$ cat config.mk
export PLATFORM = sky130hd
export DESIGN_NAME = exv_unit
export DESIGN_NICKNAME = d
export VERILOG_FILES = /design/src/design/exv_pkg.sv /design/src/design/exv_acc_if.sv /design/src/design/exv_addr_check.sv /design/src/design/exv_unit.sv
export SDC_FILE = /design/constraint.sdc
export NUM_CORES = 1
export LEC_CHECK = 0
export BUFFER_PORTS_ARGS = -buffer_cell sky130_fd_sc_hd__buf_2
export CAP_MARGIN = 20
export CORE_AREA = 4 4 176 178
export DETAILED_ROUTE_END_ITERATION = 16
export DIE_AREA = 0 0 180 182
export PLACE_DENSITY = 0.86
export SYNTH_ARGS = -nofsm -noshare
export SYNTH_HDL_FRONTEND = slang
export SYNTH_SLANG_ARGS = --single-unit
$ cat constraint.sdc
create_clock -name clk -period 4.3 [get_ports clk]
set_clock_uncertainty 0.15 [all_clocks]
set_input_delay 0 -clock clk [delete_from_list [all_inputs] [get_ports clk]]
set_output_delay 0 -clock clk [all_outputs]
set_load 0.005 [all_outputs]
$ cat src/design/exv_pkg.sv
// Package of constants and types for the exception vectoring unit
package exv_pkg;
	localparam int unsigned EXV_AW = 32; // Address width
	localparam int unsigned EXV_DW = 32; // Data width
	localparam logic [7:0] EXV_VEC_RESET_PC = 8'h00; // Initial PC vector
	localparam logic [7:0] EXV_VEC_RESET_SP = 8'h01; // Initial SP vector
	localparam logic [7:0] EXV_VEC_GEN_ILL = 8'h04; // General illegal instruction
	localparam logic [7:0] EXV_VEC_SLOT_ILL = 8'h06; // Slot illegal instruction
	localparam logic [7:0] EXV_VEC_CPU_AERR = 8'h09; // CPU address error
	localparam logic [7:0] EXV_VEC_DMA_AERR = 8'h0a; // DMA address error
	localparam logic [7:0] EXV_VEC_NMI = 8'h0c; // Nonmaskable interrupt
	localparam logic [7:0] EXV_VEC_UBRK = 8'h0d; // User break
	localparam logic [7:0] EXV_VEC_TRAP_LO = 8'h20; // First trap user vector
	localparam logic [7:0] EXV_VEC_TRAP_HI = 8'h3f; // Last trap user vector
	localparam logic [5:0] EXV_TRAP_MASK = 6'h1f; // Trap number bits within user range
	localparam int unsigned EXV_VEC_SHIFT = 2; // Vector number times four
	localparam logic [31:0] EXV_WORD_BYTES = 32'h0000_0004; // Stack push step
	localparam logic [31:0] EXV_VBR_RESET = 32'h0000_0000; // Table base after reset
	localparam logic [3:0] EXV_IMASK_RESET = 4'hf; // Interrupt mask after reset
	localparam int unsigned EXV_IMASK_LSB = 4; // Mask field position in status word
	localparam logic [31:0] EXV_SR_RESET = 32'h0000_00f0; // Status word after reset
	localparam logic [1:0] EXV_SZ_BYTE = 2'h0; // Access sizes
	localparam logic [1:0] EXV_SZ_WORD = 2'h1;
	localparam logic [1:0] EXV_SZ_LONG = 2'h2;

	// Sources of a non-reset exception request
	typedef enum logic [2:0] {
		EXV_SRC_CPU_AERR = 3'h0,
		EXV_SRC_DMA_AERR = 3'h1,
		EXV_SRC_NMI = 3'h2,
		EXV_SRC_UBRK = 3'h3,
		EXV_SRC_GEN_ILL = 3'h4,
		EXV_SRC_SLOT_ILL = 3'h5,
		EXV_SRC_TRAP = 3'h6,
		EXV_SRC_IRQ = 3'h7
	} exv_src_e;

	// Sequencer states, Gray along the reset path and from EXV_ST_RUN to EXV_ST_FETCH_VEC
	typedef enum logic [2:0] {
		EXV_ST_RESET = 3'b000,
		EXV_ST_FETCH_PC = 3'b001,
		EXV_ST_FETCH_SP = 3'b011,
		EXV_ST_RUN = 3'b010,
		EXV_ST_PUSH_SR = 3'b110,
		EXV_ST_PUSH_PC = 3'b111,
		EXV_ST_FETCH_VEC = 3'b101
	} exv_state_e;
endpackage : exv_pkg

$ cat src/design/exv_acc_if.sv
// Interface carrying one bus access to the address checker
`timescale 1ns/1ps
interface exv_acc_if;
	import exv_pkg::*;
	logic valid; // Access in progress
	logic fetch; // Instruction fetch
	logic [EXV_AW-1:0] addr; // Byte address
	logic [1:0] size; // Access size
	logic periph; // Target in peripheral space
	logic external; // Target in external space
	logic err; // Access is an address error
	modport src (output valid, fetch, addr, size, periph, external, input err);
	modport chk (input valid, fetch, addr, size, periph, external, output err);
endinterface : exv_acc_if

$ cat src/design/exv_addr_check.sv
// Address error check for one bus master's access
`timescale 1ns/1ps
module exv_addr_check (
	exv_acc_if.chk acc, // Access under check
	input wire logic single_chip // Single-chip operating mode
);
	import exv_pkg::*;

	// Classify the access
	always_comb begin
		acc.err = 1'b0;
		if (acc.valid) begin
			if (single_chip && acc.external) begin
				acc.err = 1'b1;
			end else if (acc.fetch) begin
				acc.err = acc.addr[0] | acc.periph;
			end else if (acc.periph) begin
				acc.err = 1'b0;
			end else if (acc.size == EXV_SZ_WORD) begin
				acc.err = acc.addr[0];
			end else if (acc.size == EXV_SZ_LONG) begin
				acc.err = |acc.addr[1:0];
			end
		end
	end
endmodule : exv_addr_check

$ cat src/design/exv_unit.sv
// Exception vectoring, power-on reset entry and address error entry
//
// How it works
// - Reset vector address is number times four
// - Other vectors add table base to number*4
// - Fixed vector numbers for each source except trap and interrupt, which take theirs from exc_vec
// - Trap vectors occupy numbers 32 to 63
// - Handler address read as one table word
// - Stay in reset while clear pin low
// - Reset initialises CPU state and registers
// - After release fetch PC then SP
// - Reset clears table base, sets mask ones
// - Load PC and SP, then run
// - Odd instruction fetch is an error
// - Fetch from peripheral space is an error
// - Single-chip external access is an error
// - Odd word data access is an error
// - Misaligned longword data access is an error
// - Peripheral data accesses never flag errors
// - Error entry waits for instruction end
// - Push status word, then next PC
// - Fetch handler, jump without delay slot
// - Stack general register is the pointer
// - Error entry keeps interrupt mask unchanged
`timescale 1ns/1ps
module exv_unit (
	input wire logic clk, // 40 MHz clock
	input wire logic rst_n, // Power-on clear pin, active low
	input wire logic single_chip, // Single-chip operating mode
	input wire logic cpu_acc_valid, // CPU access valid
	input wire logic cpu_acc_fetch, // CPU access is a fetch
	input wire logic [exv_pkg::EXV_AW-1:0] cpu_acc_addr, // CPU access address
	input wire logic [1:0] cpu_acc_size, // CPU access size
	input wire logic cpu_acc_periph, // CPU access in peripheral space
	input wire logic cpu_acc_external, // CPU access in external space
	input wire logic dma_acc_valid, // DMA access valid
	input wire logic [exv_pkg::EXV_AW-1:0] dma_acc_addr, // DMA access address
	input wire logic [1:0] dma_acc_size, // DMA access size
	input wire logic dma_acc_periph, // DMA access in peripheral space
	input wire logic dma_acc_external, // DMA access in external space
	input wire logic insn_done, // Current instruction completes
	input wire logic [exv_pkg::EXV_AW-1:0] next_pc, // Address after last executed one
	input wire logic [exv_pkg::EXV_DW-1:0] status_word_in, // Live status word
	input wire logic [exv_pkg::EXV_DW-1:0] stack_gpr_in, // Live stack register
	input wire logic exc_req, // Other exception request pulse
	input wire exv_pkg::exv_src_e exc_src, // Source of that request
	input wire logic [7:0] exc_vec, // Trap or interrupt vector number
	input wire logic [exv_pkg::EXV_DW-1:0] vbr_in, // Live table base register
	output logic mem_req, // Memory request
	output logic mem_we, // Memory write
	output logic [exv_pkg::EXV_AW-1:0] mem_addr, // Memory address
	output logic [exv_pkg::EXV_DW-1:0] mem_wdata, // Memory write data
	input wire logic [exv_pkg::EXV_DW-1:0] mem_rdata, // Memory read data
	input wire logic mem_ack, // Memory access done
	output logic cpu_hold, // CPU stalled by the sequencer
	output logic periph_reset, // Peripheral registers held at reset values
	output logic load_pc, // Pulse: take new_pc
	output logic [exv_pkg::EXV_AW-1:0] new_pc, // PC to start from
	output logic load_sp, // Pulse: take new_sp
	output logic [exv_pkg::EXV_DW-1:0] new_sp, // New stack register value
	output logic load_vbr, // Pulse: take new_vbr
	output logic [exv_pkg::EXV_DW-1:0] new_vbr, // New table base
	output logic load_sr, // Pulse: take new_sr
	output logic [exv_pkg::EXV_DW-1:0] new_sr, // New status word
	output logic cpu_aerr_seen, // Pulse: CPU address error detected
	output logic dma_aerr_seen // Pulse: DMA address error detected
);
	import exv_pkg::*;

	exv_acc_if cpu_acc (); // CPU access to check
	exv_acc_if dma_acc (); // DMA access to check

	exv_state_e state_q, state_d; // Sequencer state
	logic [EXV_AW-1:0] addr_q, addr_d; // Current bus address
	logic [EXV_DW-1:0] wdata_q, wdata_d; // Current write data
	logic [EXV_DW-1:0] sp_q, sp_d; // Working stack pointer
	logic [EXV_AW-1:0] pc_q, pc_d; // Captured return PC
	logic [EXV_AW-1:0] vaddr_q, vaddr_d; // Handler vector address
	logic [EXV_DW-1:0] init_pc_q, init_pc_d; // Fetched initial PC
	logic cpu_pend_q, cpu_pend_d; // CPU address error pending
	logic dma_pend_q, dma_pend_d; // DMA address error pending
	logic [7:0] vnum; // Vector number of the chosen source
	logic ld_pc_d, ld_sp_d, ld_vbr_d, ld_sr_d; // Next load strobes
	logic ld_pc_q, ld_sp_q, ld_vbr_q, ld_sr_q; // Registered load strobes
	logic [EXV_DW-1:0] nsr_d, nsr_q; // Next status word
	logic [EXV_DW-1:0] nsp_d, nsp_q; // Next stack value
	logic [EXV_AW-1:0] npc_d, npc_q; // Next PC

	// Route ports into the checkers
	assign cpu_acc.valid = cpu_acc_valid;
	assign cpu_acc.fetch = cpu_acc_fetch;
	assign cpu_acc.addr = cpu_acc_addr;
	assign cpu_acc.size = cpu_acc_size;
	assign cpu_acc.periph = cpu_acc_periph;
	assign cpu_acc.external = cpu_acc_external;
	assign dma_acc.valid = dma_acc_valid;
	assign dma_acc.fetch = 1'b0;
	assign dma_acc.addr = dma_acc_addr;
	assign dma_acc.size = dma_acc_size;
	assign dma_acc.periph = dma_acc_periph;
	assign dma_acc.external = dma_acc_external;

	exv_addr_check u_cpu_chk (
		.acc(cpu_acc),
		.single_chip(single_chip)
	);

	exv_addr_check u_dma_chk (
		.acc(dma_acc),
		.single_chip(single_chip)
	);

	// Vector number for a pending or just detected request
	always_comb begin
		if (cpu_pend_q || cpu_acc.err) begin
			vnum = EXV_VEC_CPU_AERR;
		end else if (dma_pend_q || dma_acc.err) begin
			vnum = EXV_VEC_DMA_AERR;
		end else begin
			case (exc_src)
				EXV_SRC_NMI: vnum = EXV_VEC_NMI;
				EXV_SRC_UBRK: vnum = EXV_VEC_UBRK;
				EXV_SRC_GEN_ILL: vnum = EXV_VEC_GEN_ILL;
				EXV_SRC_SLOT_ILL: vnum = EXV_VEC_SLOT_ILL;
				EXV_SRC_TRAP: vnum = EXV_VEC_TRAP_LO | {2'h0, exc_vec[5:0] & EXV_TRAP_MASK};
				EXV_SRC_CPU_AERR: vnum = EXV_VEC_CPU_AERR;
				EXV_SRC_DMA_AERR: vnum = EXV_VEC_DMA_AERR;
				default: vnum = exc_vec; // Interrupt vector from controller
			endcase
		end
	end

	// Sequencer next state
	always_comb begin
		state_d = state_q;
		addr_d = addr_q;
		wdata_d = wdata_q;
		sp_d = sp_q;
		pc_d = pc_q;
		vaddr_d = vaddr_q;
		init_pc_d = init_pc_q;
		ld_pc_d = 1'b0;
		ld_sp_d = 1'b0;
		ld_vbr_d = 1'b0;
		ld_sr_d = 1'b0;
		nsr_d = nsr_q;
		nsp_d = nsp_q;
		npc_d = npc_q;
		// Sticky pending errors, a new detection wins over the clear
		cpu_pend_d = cpu_pend_q | cpu_acc.err;
		dma_pend_d = dma_pend_q | dma_acc.err;
		case (state_q)
			EXV_ST_RESET: begin
				// First cycle after release, fetch initial PC
				state_d = EXV_ST_FETCH_PC;
				addr_d = {22'h0, EXV_VEC_RESET_PC, 2'h0};
			end
			EXV_ST_FETCH_PC: begin
				if (mem_ack) begin
					init_pc_d = mem_rdata;
					addr_d = {22'h0, EXV_VEC_RESET_SP, 2'h0};
					state_d = EXV_ST_FETCH_SP;
				end
			end
			EXV_ST_FETCH_SP: begin
				if (mem_ack) begin
					ld_pc_d = 1'b1;
					npc_d = init_pc_q;
					ld_sp_d = 1'b1;
					nsp_d = mem_rdata;
					ld_vbr_d = 1'b1;
					nsr_d = EXV_SR_RESET;
					ld_sr_d = 1'b1;
					state_d = EXV_ST_RUN;
				end
			end
			EXV_ST_RUN: begin
				// Take an exception only at instruction end
				if (insn_done && (cpu_pend_d || dma_pend_d || exc_req)) begin
					vaddr_d = vbr_in + {22'h0, vnum, 2'h0};
					pc_d = next_pc;
					sp_d = stack_gpr_in - EXV_WORD_BYTES;
					addr_d = stack_gpr_in - EXV_WORD_BYTES;
					wdata_d = status_word_in;
					// Retire the serviced error; a fresh detection stays pending
					if (cpu_pend_q) begin
						cpu_pend_d = cpu_acc.err;
					end else if (cpu_acc.err) begin
						cpu_pend_d = 1'b0; // Serviced in its own cycle
					end else if (dma_pend_q) begin
						dma_pend_d = dma_acc.err;
					end else if (dma_acc.err) begin
						dma_pend_d = 1'b0; // Serviced in its own cycle
					end
					state_d = EXV_ST_PUSH_SR;
				end
			end
			EXV_ST_PUSH_SR: begin
				if (mem_ack) begin
					sp_d = sp_q - EXV_WORD_BYTES;
					addr_d = sp_q - EXV_WORD_BYTES;
					wdata_d = pc_q;
					state_d = EXV_ST_PUSH_PC;
				end
			end
			EXV_ST_PUSH_PC: begin
				if (mem_ack) begin
					addr_d = vaddr_q;
					state_d = EXV_ST_FETCH_VEC;
				end
			end
			EXV_ST_FETCH_VEC: begin
				if (mem_ack) begin
					ld_pc_d = 1'b1;
					npc_d = mem_rdata;
					ld_sp_d = 1'b1;
					nsp_d = sp_q;
					state_d = EXV_ST_RUN;
				end
			end
			default: state_d = EXV_ST_RESET;
		endcase
	end

	// Sequencer registers; reset pin holds everything at reset
	always_ff @(posedge clk or negedge rst_n) begin
		if (!rst_n) begin
			state_q <= EXV_ST_RESET;
			addr_q <= '0;
			wdata_q <= '0;
			sp_q <= '0;
			pc_q <= '0;
			vaddr_q <= '0;
			init_pc_q <= '0;
			cpu_pend_q <= 1'b0;
			dma_pend_q <= 1'b0;
			ld_pc_q <= 1'b0;
			ld_sp_q <= 1'b0;
			ld_vbr_q <= 1'b0;
			ld_sr_q <= 1'b0;
			nsr_q <= EXV_SR_RESET;
			nsp_q <= '0;
			npc_q <= '0;
		end else begin
			state_q <= state_d;
			addr_q <= addr_d;
			wdata_q <= wdata_d;
			sp_q <= sp_d;
			pc_q <= pc_d;
			vaddr_q <= vaddr_d;
			init_pc_q <= init_pc_d;
			cpu_pend_q <= cpu_pend_d;
			dma_pend_q <= dma_pend_d;
			ld_pc_q <= ld_pc_d;
			ld_sp_q <= ld_sp_d;
			ld_vbr_q <= ld_vbr_d;
			ld_sr_q <= ld_sr_d;
			nsr_q <= nsr_d;
			nsp_q <= nsp_d;
			npc_q <= npc_d;
		end
	end

	// Bus and load outputs
	always_comb begin
		mem_req = (state_q == EXV_ST_FETCH_PC) || (state_q == EXV_ST_FETCH_SP) ||
			(state_q == EXV_ST_PUSH_SR) || (state_q == EXV_ST_PUSH_PC) ||
			(state_q == EXV_ST_FETCH_VEC);
		mem_we = (state_q == EXV_ST_PUSH_SR) || (state_q == EXV_ST_PUSH_PC);
		cpu_hold = (state_q != EXV_ST_RUN);
	end

	assign mem_addr = addr_q;
	assign mem_wdata = wdata_q;
	assign periph_reset = (state_q == EXV_ST_RESET);
	assign load_pc = ld_pc_q;
	assign new_pc = npc_q;
	assign load_sp = ld_sp_q;
	assign new_sp = nsp_q;
	assign load_vbr = ld_vbr_q;
	assign new_vbr = EXV_VBR_RESET;
	assign load_sr = ld_sr_q;
	assign new_sr = nsr_q;
	assign cpu_aerr_seen = cpu_acc.err;
	assign dma_aerr_seen = dma_acc.err;
endmodule : exv_unit

==> impl_metrics.yaml, run 1 <==
drt:
  wl_per_cell_um: 19.86
  drc_errors: 0
  wirelength_um: 48430
  via_per_inst: 5.637
  postRouteAntennaNets: 0
  via_count: 13748
  drtIter0Drc: 1127
  drtPass1Iterations: 6
floorplan:
  die_h_um: 182
  start_util_pct: 48.24
  fp.dieW_um: 180
  rows: 63
  die_area_um2: 32760
  io_pins: 454
  core-area_um2: 29400
timing:
  rsz0062_at_grt: "no"
  report.final.slew_viol_count: 0
  setup_violations: 0
  fin_crit_ps: 4076
  max_slew_margin_pct: 26.83
  whs_ps: -5.689
  hold_viol: 4
  fmax_mhz: 245.3
  tightest_slew_ps: 1095
  period_share_pct: 94.80
  setup_tns_ps: 0
setup_path:
  crit_arrival_ps: 4330
  startpoint_type: "flip-flop"
  crit_top_cell: "o21ai_0"
  slowest_stage: "dlygate4sd3_1"
  reg2reg_from: "cpu_pend_q"
  critPathKind: "flip-flop to flip-flop"
  startpoint: "cpu_pend_q"
  critical-path-top-delay-family: "simple AND/OR/NAND/NOR gates"
  worstPathRequired_ps: 4550
  cp-end-kind: "flip-flop"
  reg2reg_depth: 12
  crit_chain: "a221oi_2, nand2_2, nor2_1, and2_1, ha_1, nand2_1, o21ai_0, a41oi_1, nor4b_1, xnor2_1, dlygate4sd3_1, o21ai_0"
  max_stage_delay_ps: 560
  r2r_slack_ps: 220
  reg2reg_to: "vaddr_q[21]"
  crit_fanout: 8
  path_buf_inv: 1
synthesis:
  ys_seq_area_share_pct: 46.40
  syn_area_per_cell_um2: 9.221
  synth_ff_type: "dfrtp_1"
  yosysWarnings: 0
  ys_seq_elements: 263
  synthCells: 1538
  async_flop_share_pct: 100.0
  netlist_area_um2: 14180
  ys_types: 67
  synth_edf_count: 0
status:
  status: "finished, violations left"
  violations: "hold timing"
layout:
  multi_input_area_um2: 6937
  fill_cells: 2200
  syn_to_final_growth_pct: 33.90
  seqCellArea_um2: 6581
  drive_above_1_share_pct: 23.94
  nNetsFinal: 2288
clock_network:
  cts_tree: "built"
  clockBufferDepth: 3
  htree_levels: 1
  clk_pin_slew_ps: 60
  ctsRootBufferMaster: "clkbuf_16"
  cts_buffers: 29
  postCtsSetupBuffers: 0
  clk_latency_ps: 550
  cts_num_sinks: 263
placement:
  hpwl_um: 31870
  port_buffers: 329
  place_congestion: 0.9727
power:
  ir_drop_mv: 0.3624
  p_leak_nw: 9.008
  p_per_area_nw_per_um2: 625.3
job:
  cap_viol_max_count: 0
global_routing:
  grt_pass1_wl_um: 76270
  grt_pass1_vias: 14066
  grt_max_degree: 128
  gr-total-overflow: 0
  grt_antenna_before_repair: 6
  grtUsageTotal_pct: 28.44
min_path:
  hp-class: "primary input to async pin"
==> stage by stage <==
stage | cell area [µm²] | setup WS (ps) | std cells | total power, W | utilization (%)
2_1_floorplan | 14420 | 1280 | 1600 | 0.007181 | -
3_3_place_gp | 15920 | 788.6 | 2175 | 0.008750 | 54.13
3_5_place_dp | 15920 | 678.1 | 2175 | 0.009002 | 54.13
4_1_cts | 18970 | 154.1 | 2433 | 0.01177 | 64.52
5_1_grt | 18990 | 1.739 | 2439 | 0.01264 | 64.59
6_report | 18990 | 223.5 | 2439 | 0.01187 | 64.59
==> state kept, by name (all words and copies together) (netlist names) <==
| signal | flops |
|---|---|
| dma_pend_q | 1 |
| load_sr | 1 |
| new_pc | 32 |
| new_sp | 32 |
| state_q | 3 |
| sp_q | 32 |
| mem_wdata | 32 |
| load_sp | 1 |
| init_pc_q | 32 |
| pc_q | 32 |
| vaddr_q | 32 |
| cpu_pend_q | 1 |
| mem_addr | 32 |
==> worst reg2reg max path, stage by stage (launching register included) <==
cell           delay [ps]
dfrtp_1               410
a221oi_2              390
nand2_2               270
nor2_1                220
and2_1                150
ha_1                  180
nand2_1                60
o21ai_0               430
a41oi_1               340
nor4b_1               530
xnor2_1               170
dlygate4sd3_1         560
o21ai_0                70
==> per-layer routing <==
layer / up-vias / global-route usage, % / part of all wire [%]
met3: 173 / 5.489 / 7.6
met5: - / 0 / 0
met4: 0 / 12.04 / 4.5
li1: 6219 / - / -
met1: 6620 / 36.47 / 40
met2: 736 / 47.39 / 48
==> cells in the mapped netlist (5+ instances only) <==
| cell | number | area (µm²) |
|---|---|---|
| dfrtp_1 | 263 | 6581 |
| nand2_1 | 262 | 983.4 |
| o21ai_0 | 178 | 890.9 |
| nor2_1 | 102 | 382.9 |
| clkbuf_1 | 82 | 307.8 |
| mux2_2 | 73 | 822.0 |
| buf_4 | 66 | 495.5 |
| a21oi_1 | 60 | 300.3 |
| mux2i_1 | 59 | 590.6 |
| xnor2_1 | 44 | 385.4 |
| xor2_1 | 36 | 315.3 |
| a31oi_1 | 34 | 212.7 |
| nand3_1 | 28 | 140.1 |
| nor3_1 | 28 | 140.1 |
| a22o_1 | 17 | 148.9 |
| inv_1 | 17 | 63.81 |
| nor4_1 | 16 | 100.1 |
| nand4_1 | 13 | 81.33 |
| o22ai_1 | 13 | 81.33 |
| or3_1 | 11 | 68.82 |
| ha_1 | 10 | 125.1 |
| a22oi_1 | 9 | 67.56 |
| and3_1 | 9 | 56.30 |
| buf_2 | 9 | 45.04 |
| buf_1 | 7 | 26.28 |
| nand2b_1 | 7 | 43.79 |
| or4_1 | 6 | 45.04 |
| a21o_1 | 5 | 37.54 |
| nor2b_1 | 5 | 31.28 |
| o211ai_1 | 5 | 37.54 |
==> layout by cell type (no fill, tap or decap), types with 27 or more instances in the layout <==
cell type | synthesis | routed
a21oi_1 | 60 | 60
mux2_2 | 73 | 73
nand3_1 | 28 | 27
nand2_1 | 262 | 261
dfrtp_1 | 263 | 263
mux2i_1 | 59 | 59
nor3_1 | 28 | 27
conb_1 | 2 | 64
dlygate4sd3_1 | 0 | 209
xor2_1 | 36 | 36
xnor2_1 | 44 | 44
a31oi_1 | 34 | 34
o21ai_0 | 178 | 177
clkbuf_16 | 0 | 29
nor2_1 | 102 | 101
buf_2 | 9 | 328
==> final cells by class <==
cell class	count	area share, %
tap	390	2.570
inverter	17	0.3360
multi-input combinational	1155	36.53
clock buffer	38	4.210
antenna	6	0.07907
clock inverter	11	0.8500
timing repair buffer	559	20.77
sequential	263	34.66
==> cell families after synthesis <==
family,Yosys count,synth area share (%)
other,2,0.05295
XOR/XNOR,80,4.940
adder cells (fa/ha/maj),12,1.094
AND/OR/NAND/NOR,511,16.12
buffers and inverters,182,6.696
multiplexers,132,9.960
flip-flops,263,46.40
AO/OA/AOI/OAI,356,14.73
==> where the power goes <==
group          leakage, nW  switching, W  internal, W
Clock                0.473       0.00101      0.00153
Combinational         5.33       0.00265      0.00204
Sequential            3.21      0.000993      0.00365
==> timing repair <==
item | in CTS | in global routing
gates resized for setup | 0 | 2
endpoints found under the setup margin | 0 | 7
endpoints found under the hold margin | 387 | 0
hold buffers | 209 | 0
==> how the worst max path moves through the flow <==
stage               cells past startpoint  slack [ps]     endpoint
finish                                 12         220  vaddr_q[21]
global route                           11           2  vaddr_q[21]
CTS                                    11         150  vaddr_q[21]
detailed placement                     14         680  vaddr_q[21]
global placement                       14         790  vaddr_q[21]
floorplan                              11        1280  vaddr_q[28]
Note: power is estimated with default switching activity, not from simulation.
==> run 2: changes to the inputs <==
- CORE_AREA: 4 4 176 178 -> 4 4 174 176
- DIE_AREA: 0 0 180 182 -> 0 0 178 180
- PLACE_DENSITY: 0.86 -> 0.88
- clock period: 4.3 -> 5.29 ns (I/O delays scaled with it)
==> run 2 against run 1 <==
The run now ends clean. Global-route usage grew 0.25 points. Fmax decreased by 6.5%. Final area decreased by 0.48%. Sequential share of layout area increased by 0.17 points. Combinational power is 19% lower. Register-to-register slack improved by 700 ps. Critical endpoint is now vaddr_q[24]. Highest routed layer is now met5.
==> impl_metrics.yaml, run 2 (synthesized netlist as in run 1, its figures left out) <==
drt:
  drc_errors: 0
  drtIter0Drc: 1323
  drtPass1Iterations: 6
  via_per_inst: 5.708
  postRouteAntennaNets: 0
  via_count: 13830
  wirelength_um: 48320
  wl_per_cell_um: 19.94
clock_network:
  ctsRootBufferMaster: "clkbuf_16"
  cts_buffers: 29
  clk_pin_slew_ps: 60
  cts_tree: "built"
  htree_levels: 1
  cts_num_sinks: 263
  postCtsSetupBuffers: 0
  cts.repair.resized: 0
  clk_latency_ps: 530
  clockBufferDepth: 3
  ctsHoldBuffers: 206
status:
  status: "complete, no violations"
timing:
  period_share_pct: 82.45
  hold_viol: 0
  setup_violations: 0
  fmax_mhz: 229.3
  report.final.slew_viol_count: 0
  fin_ws_ps: 928.5
  rsz0062_at_grt: "no"
  tightest_slew_ps: 1105
  fin_crit_ps: 4362
  setup_tns_ps: 0
  max_slew_margin_pct: 26.14
setup_path:
  cp-end-kind: "flip-flop"
  r2r_slack_ps: 930
  crit_arrival_ps: 4580
  critPathKind: "flip-flop to flip-flop"
  worstPathRequired_ps: 5510
  reg2reg_depth: 12
  crit_end: "vaddr_q[24]"
  reg2reg_to: "vaddr_q[24]"
  startpoint: "dma_pend_q"
  startpoint_type: "flip-flop"
  reg2reg_from: "dma_pend_q"
  crit_fanout: 8
global_routing:
  grt_antenna_before_repair: 5
  grt_pass1_wl_um: 74320
  gr-total-overflow: 0
  grt_max_degree: 159
  grt_pass1_vias: 13874
  grtUsageTotal_pct: 28.68
floorplan:
  die_h_um: 180
  die_area_um2: 32040
  start_util_pct: 49.55
  rows: 62
  fp.dieW_um: 178
  io_pins: 454
  core-area_um2: 28630
placement:
  dp.cells: 2163
  place_congestion: 0.9471
  hpwl_um: 31540
  port_buffers: 329
  place_ws_ps: 1630
layout:
  fill_cells: 2107
  drive_above_1_share_pct: 23.69
  final_cell_mix: "328 x buf_2, 263 x dfrtp_1, 261 x nand2_1"
  final_cells: 2423
  final_common_cell: "buf_2"
  nNetsFinal: 2280
  syn_to_final_growth_pct: 33.25
power:
  ir_drop_mv: 0.3027
  p_per_area_nw_per_um2: 510.4
  p_leak_nw: 8.955
  finalPower_w: 0.009646
min_path:
  hp-class: "primary input to flip-flop"
job:
  cap_viol_max_count: 0
run 2: cell types whose count changed in the layout (fill, tap and decap cells not counted), moves of 2 or more:
cell and delta:
buf_4 -4, clkinvlp_4 +2, dlygate4sd3_1 -3, diode_2 -2
clkinv_2 -3, buf_12 -2
run 2: how the worst min path moves through the flow:
stage	from	endpoint	slack, ps	cells past startpoint
CTS	exc_vec[7]	vaddr_q[9]	30	5
global route	next_pc[6]	pc_q[6]	90	3
floorplan	rst_n	cpu_pend_q	-450	0
detailed placement	rst_n	new_sp[29]	-30	1
global placement	rst_n	new_sp[29]	-40	1
finish	exc_vec[2]	vaddr_q[4]	60	6
run 2: cell type report:
class	instances	area, µm²	area share, %
Tap cell	384	480.5	2.542
Timing Repair Buffer	551	3871	20.48
Antenna cell	4	10.01	0.05297
Clock inverter	11	170.2	0.9004
Clock buffer	38	789.5	4.178
Sequential cell	263	6581	34.83
Multi-Input combinational cell	1155	6932	36.68
Inverter	17	63.81	0.3377
run 2: critical path, cell delays in order (launching register included):
cell and delay, ps:
dfrtp_1 390, a211oi_1 600, nand2_2 320, nor3_1 260, ha_1 270, o211ai_1 120, o21ai_0 470, a211o_1 230
and3_1 370, nand3_1 140, xor2_1 200, dlygate4sd3_1 590, o21ai_0 80
run 2: metrics by stage:
stage | util, % | hold slack (ps) | instance area [µm²]
after floorplan | - | -445.6 | 14420
after global placement | 55.33 | -39.34 | 15840
after detailed placement | 55.33 | -33.30 | 15840
after CTS | 65.89 | 33.54 | 18860
after global routing | 66.02 | 92.12 | 18900
final | 66.02 | 58.92 | 18900
run 2: layer usage:
metal,vias to the layer above,part of all wire [%],wire length [µm],GRT usage (%)
li1,6208,-,-,-
met1,6655,39,18960,36.90
met2,787,48,23300,47.60
met3,176,8.1,3900,4.916
met4,4,4.4,2136,12.41
met5,-,0.056,27,0
run 2: where the power goes:
group | switching, W | leakage [nW] | internal [W]
logic | 0.00214 | 5.29 | 0.00164
registers | 0.000832 | 3.21 | 0.00296
clock network | 0.000825 | 0.459 | 0.00124
==> run 3: changes to the inputs <==
- CORE_AREA: 4 4 174 176 -> 4 4 176 178
- DIE_AREA: 0 0 178 180 -> 0 0 180 182
- PLACE_DENSITY: 0.88 -> 0.86
- clock period: 5.29 -> 4.2 ns (I/O delays scaled with it)
==> run 3 against run 2 <==
Sequential share of layout area down 0.43 points. Cell count grew 1.0%. Flip-flop and latch count unchanged. Utilization fell by 0.95 points. Worst hold slack got worse by 1.2 ps. Routed wire length grew 0.59%. Critical path depth up 1. Total power grew 27%. Via count increased by 0.46%. Fmax increased by 8.3%. Clock power up 31%. First-iteration DRC count is 0.91% lower. Critical endpoint is now vaddr_q[13]. Largest cell class unchanged. Highest routed layer is now met4.
==> impl_metrics.yaml, run 3 (synthesized netlist as in run 1, its figures left out) <==
floorplan:
  start_util_pct: 48.24
  core-area_um2: 29400
  io_pins: 454
  fp.dieW_um: 180
  die_h_um: 182
  rows: 63
  die_area_um2: 32760
clock_network:
  cts_buffers: 29
  htree_levels: 1
  ctsRootBufferMaster: "clkbuf_16"
  clk_pin_slew_ps: 60
  cts_num_sinks: 263
  cts_tree: "built"
  clk_latency_ps: 550
  clockBufferDepth: 3
timing:
  report.final.slew_viol_count: 0
  whs_ps: 57.68
  max_slew_margin_pct: 37.07
  period_share_pct: 95.92
  hold_viol: 0
  setup_violations: 0
  rsz0062_at_grt: "no"
  tightest_slew_ps: 935.4
  fmax_mhz: 248.2
  fin_crit_ps: 4029
  setup_tns_ps: 0
setup_path:
  crit_arrival_ps: 4310
  startpoint_type: "flip-flop"
  path_buf_inv: 2
  slowest_stage: "dlygate4sd3_1"
  critPathKind: "flip-flop to flip-flop"
  crit_fanout: 8
  worstPathRequired_ps: 4480
  crit_top_cell: "nor2_1"
  max_stage_delay_ps: 560
  cp-end-kind: "flip-flop"
  critical-path-top-delay-family: "compound AO/OA/AOI/OAI gates"
  crit_chain: "a211oi_2, nand2_2, nor2_1, and3_1, ha_1, a21o_1, a21oi_1, inv_1, a41oi_1, nor2_1, xnor2_1, dlygate4sd3_1, o21ai_0"
job:
  cap_viol_max_count: 0
placement:
  place_congestion: 0.9416
  dp.cells: 2179
  port_buffers: 329
  hpwl_um: 31620
global_routing:
  grtUsageTotal_pct: 28.33
  gr-total-overflow: 0
  grt_pass1_wl_um: 75890
  grt_pass1_vias: 13876
  grt_antenna_before_repair: 5
  grt_max_degree: 92
drt:
  postRouteAntennaNets: 0
  via_per_inst: 5.676
  drtIter0Drc: 1311
  drtPass1Iterations: 6
  via_count: 13894
  wl_per_cell_um: 19.85
  drc_errors: 0
  wirelength_um: 48600
layout:
  syn_to_final_growth_pct: 34.90
  seqCellArea_um2: 6581
  multi_input_area_um2: 6944
  final_cells: 2448
  final_cell_mix: "328 x buf_2, 263 x dfrtp_1, 261 x nand2_1"
  nNetsFinal: 2293
  drive_above_1_share_pct: 24.55
  final_common_cell: "buf_2"
  fill_cells: 2165
power:
  power_switching_w: 0.004778
  p_leak_nw: 9.077
  seqPwrFrac_pct: 38.7
  pwr-share-clk_pct: 22.1
  intPower_w: 0.007474
  comb_power_share_pct: 39.1
  p_per_area_nw_per_um2: 640.4
  ir_drop_mv: 0.3432
  swShare_pct: 39.00
min_path:
  hp-class: "primary input to flip-flop"
status:
  status: "complete, no violations"
-- run 3: final timing paths --
kind | cells past startpoint | slack [ps] | from | endpoint
worst max register to register | 13 | 170 | dma_pend_q | vaddr_q[13]
min in group asynchronous | 4 | 490 | rst_n | init_pc_q[0]
worst min-delay path | 3 | 60 | next_pc[4] | pc_q[4]
max in group asynchronous | 4 | 2920 | rst_n | pc_q[16]
worst min register to register | 2 | 330 | new_sp[19] | new_sp[19]
worst max-delay path | 13 | 170 | dma_pend_q | vaddr_q[13]
-- run 3: layer usage --
layer  vias up  part of all wire [%]  global-route usage (%)
met5         -                     0                       0
met4         0                   4.2                   11.64
met3       177                   8.4                   5.569
met2       779                    48                   46.44
met1      6695                    40                   37.12
li1       6243                     -                       -
-- run 3: final cells by class --
| cell class | instances | share of cell area [%] |
|---|---|---|
| antenna | 5 | 0.06540 |
| clock buffer | 41 | 4.604 |
| clock inverter | 13 | 0.8371 |
| inverter | 17 | 0.3335 |
| multi-input combinational | 1155 | 36.30 |
| sequential | 263 | 34.40 |
| tap | 390 | 2.551 |
| timing repair buffer | 564 | 20.91 |
-- run 3: worst register-to-register path: stages (launching register included) --
cell	delay (ps)
dfrtp_1	400
a211oi_2	330
nand2_2	230
nor2_1	250
and3_1	210
ha_1	330
a21o_1	210
a21oi_1	160
inv_1	90
a41oi_1	490
nor2_1	140
xnor2_1	150
dlygate4sd3_1	560
o21ai_0	220
-- run 3: what timing repair did --
action                                  4_1_cts  5_1_grt
hold endpoints to repair                    438        0
buffers inserted                              0        0
endpoints found under the setup margin        0       18
hold buffers                                210        0
resized for setup                             0        5
-- run 3: through the flow --
step | worst slack, ps | cell area [µm²] | power (W) | utilization [%]
2_1_floorplan | 1180 | 14420 | 0.007352 | -
3_3_place_gp | 674.0 | 15940 | 0.008970 | 54.20
3_5_place_dp | 597.6 | 15940 | 0.009206 | 54.20
4_1_cts | 46.96 | 19100 | 0.01212 | 64.95
5_1_grt | 55.59 | 19130 | 0.01300 | 65.07
6_report | 171.4 | 19130 | 0.01225 | 65.07
-- run 3: power groups by stage --
stage	registers, W	logic, W	clock network [W]
after floorplan	0.00439	0.00297	0
after global placement	0.00463	0.00434	0
after detailed placement	0.00471	0.00450	0
after CTS	0.00467	0.00471	0.00274
after global routing	0.00487	0.00527	0.00286
final	0.00474	0.00480	0.00271
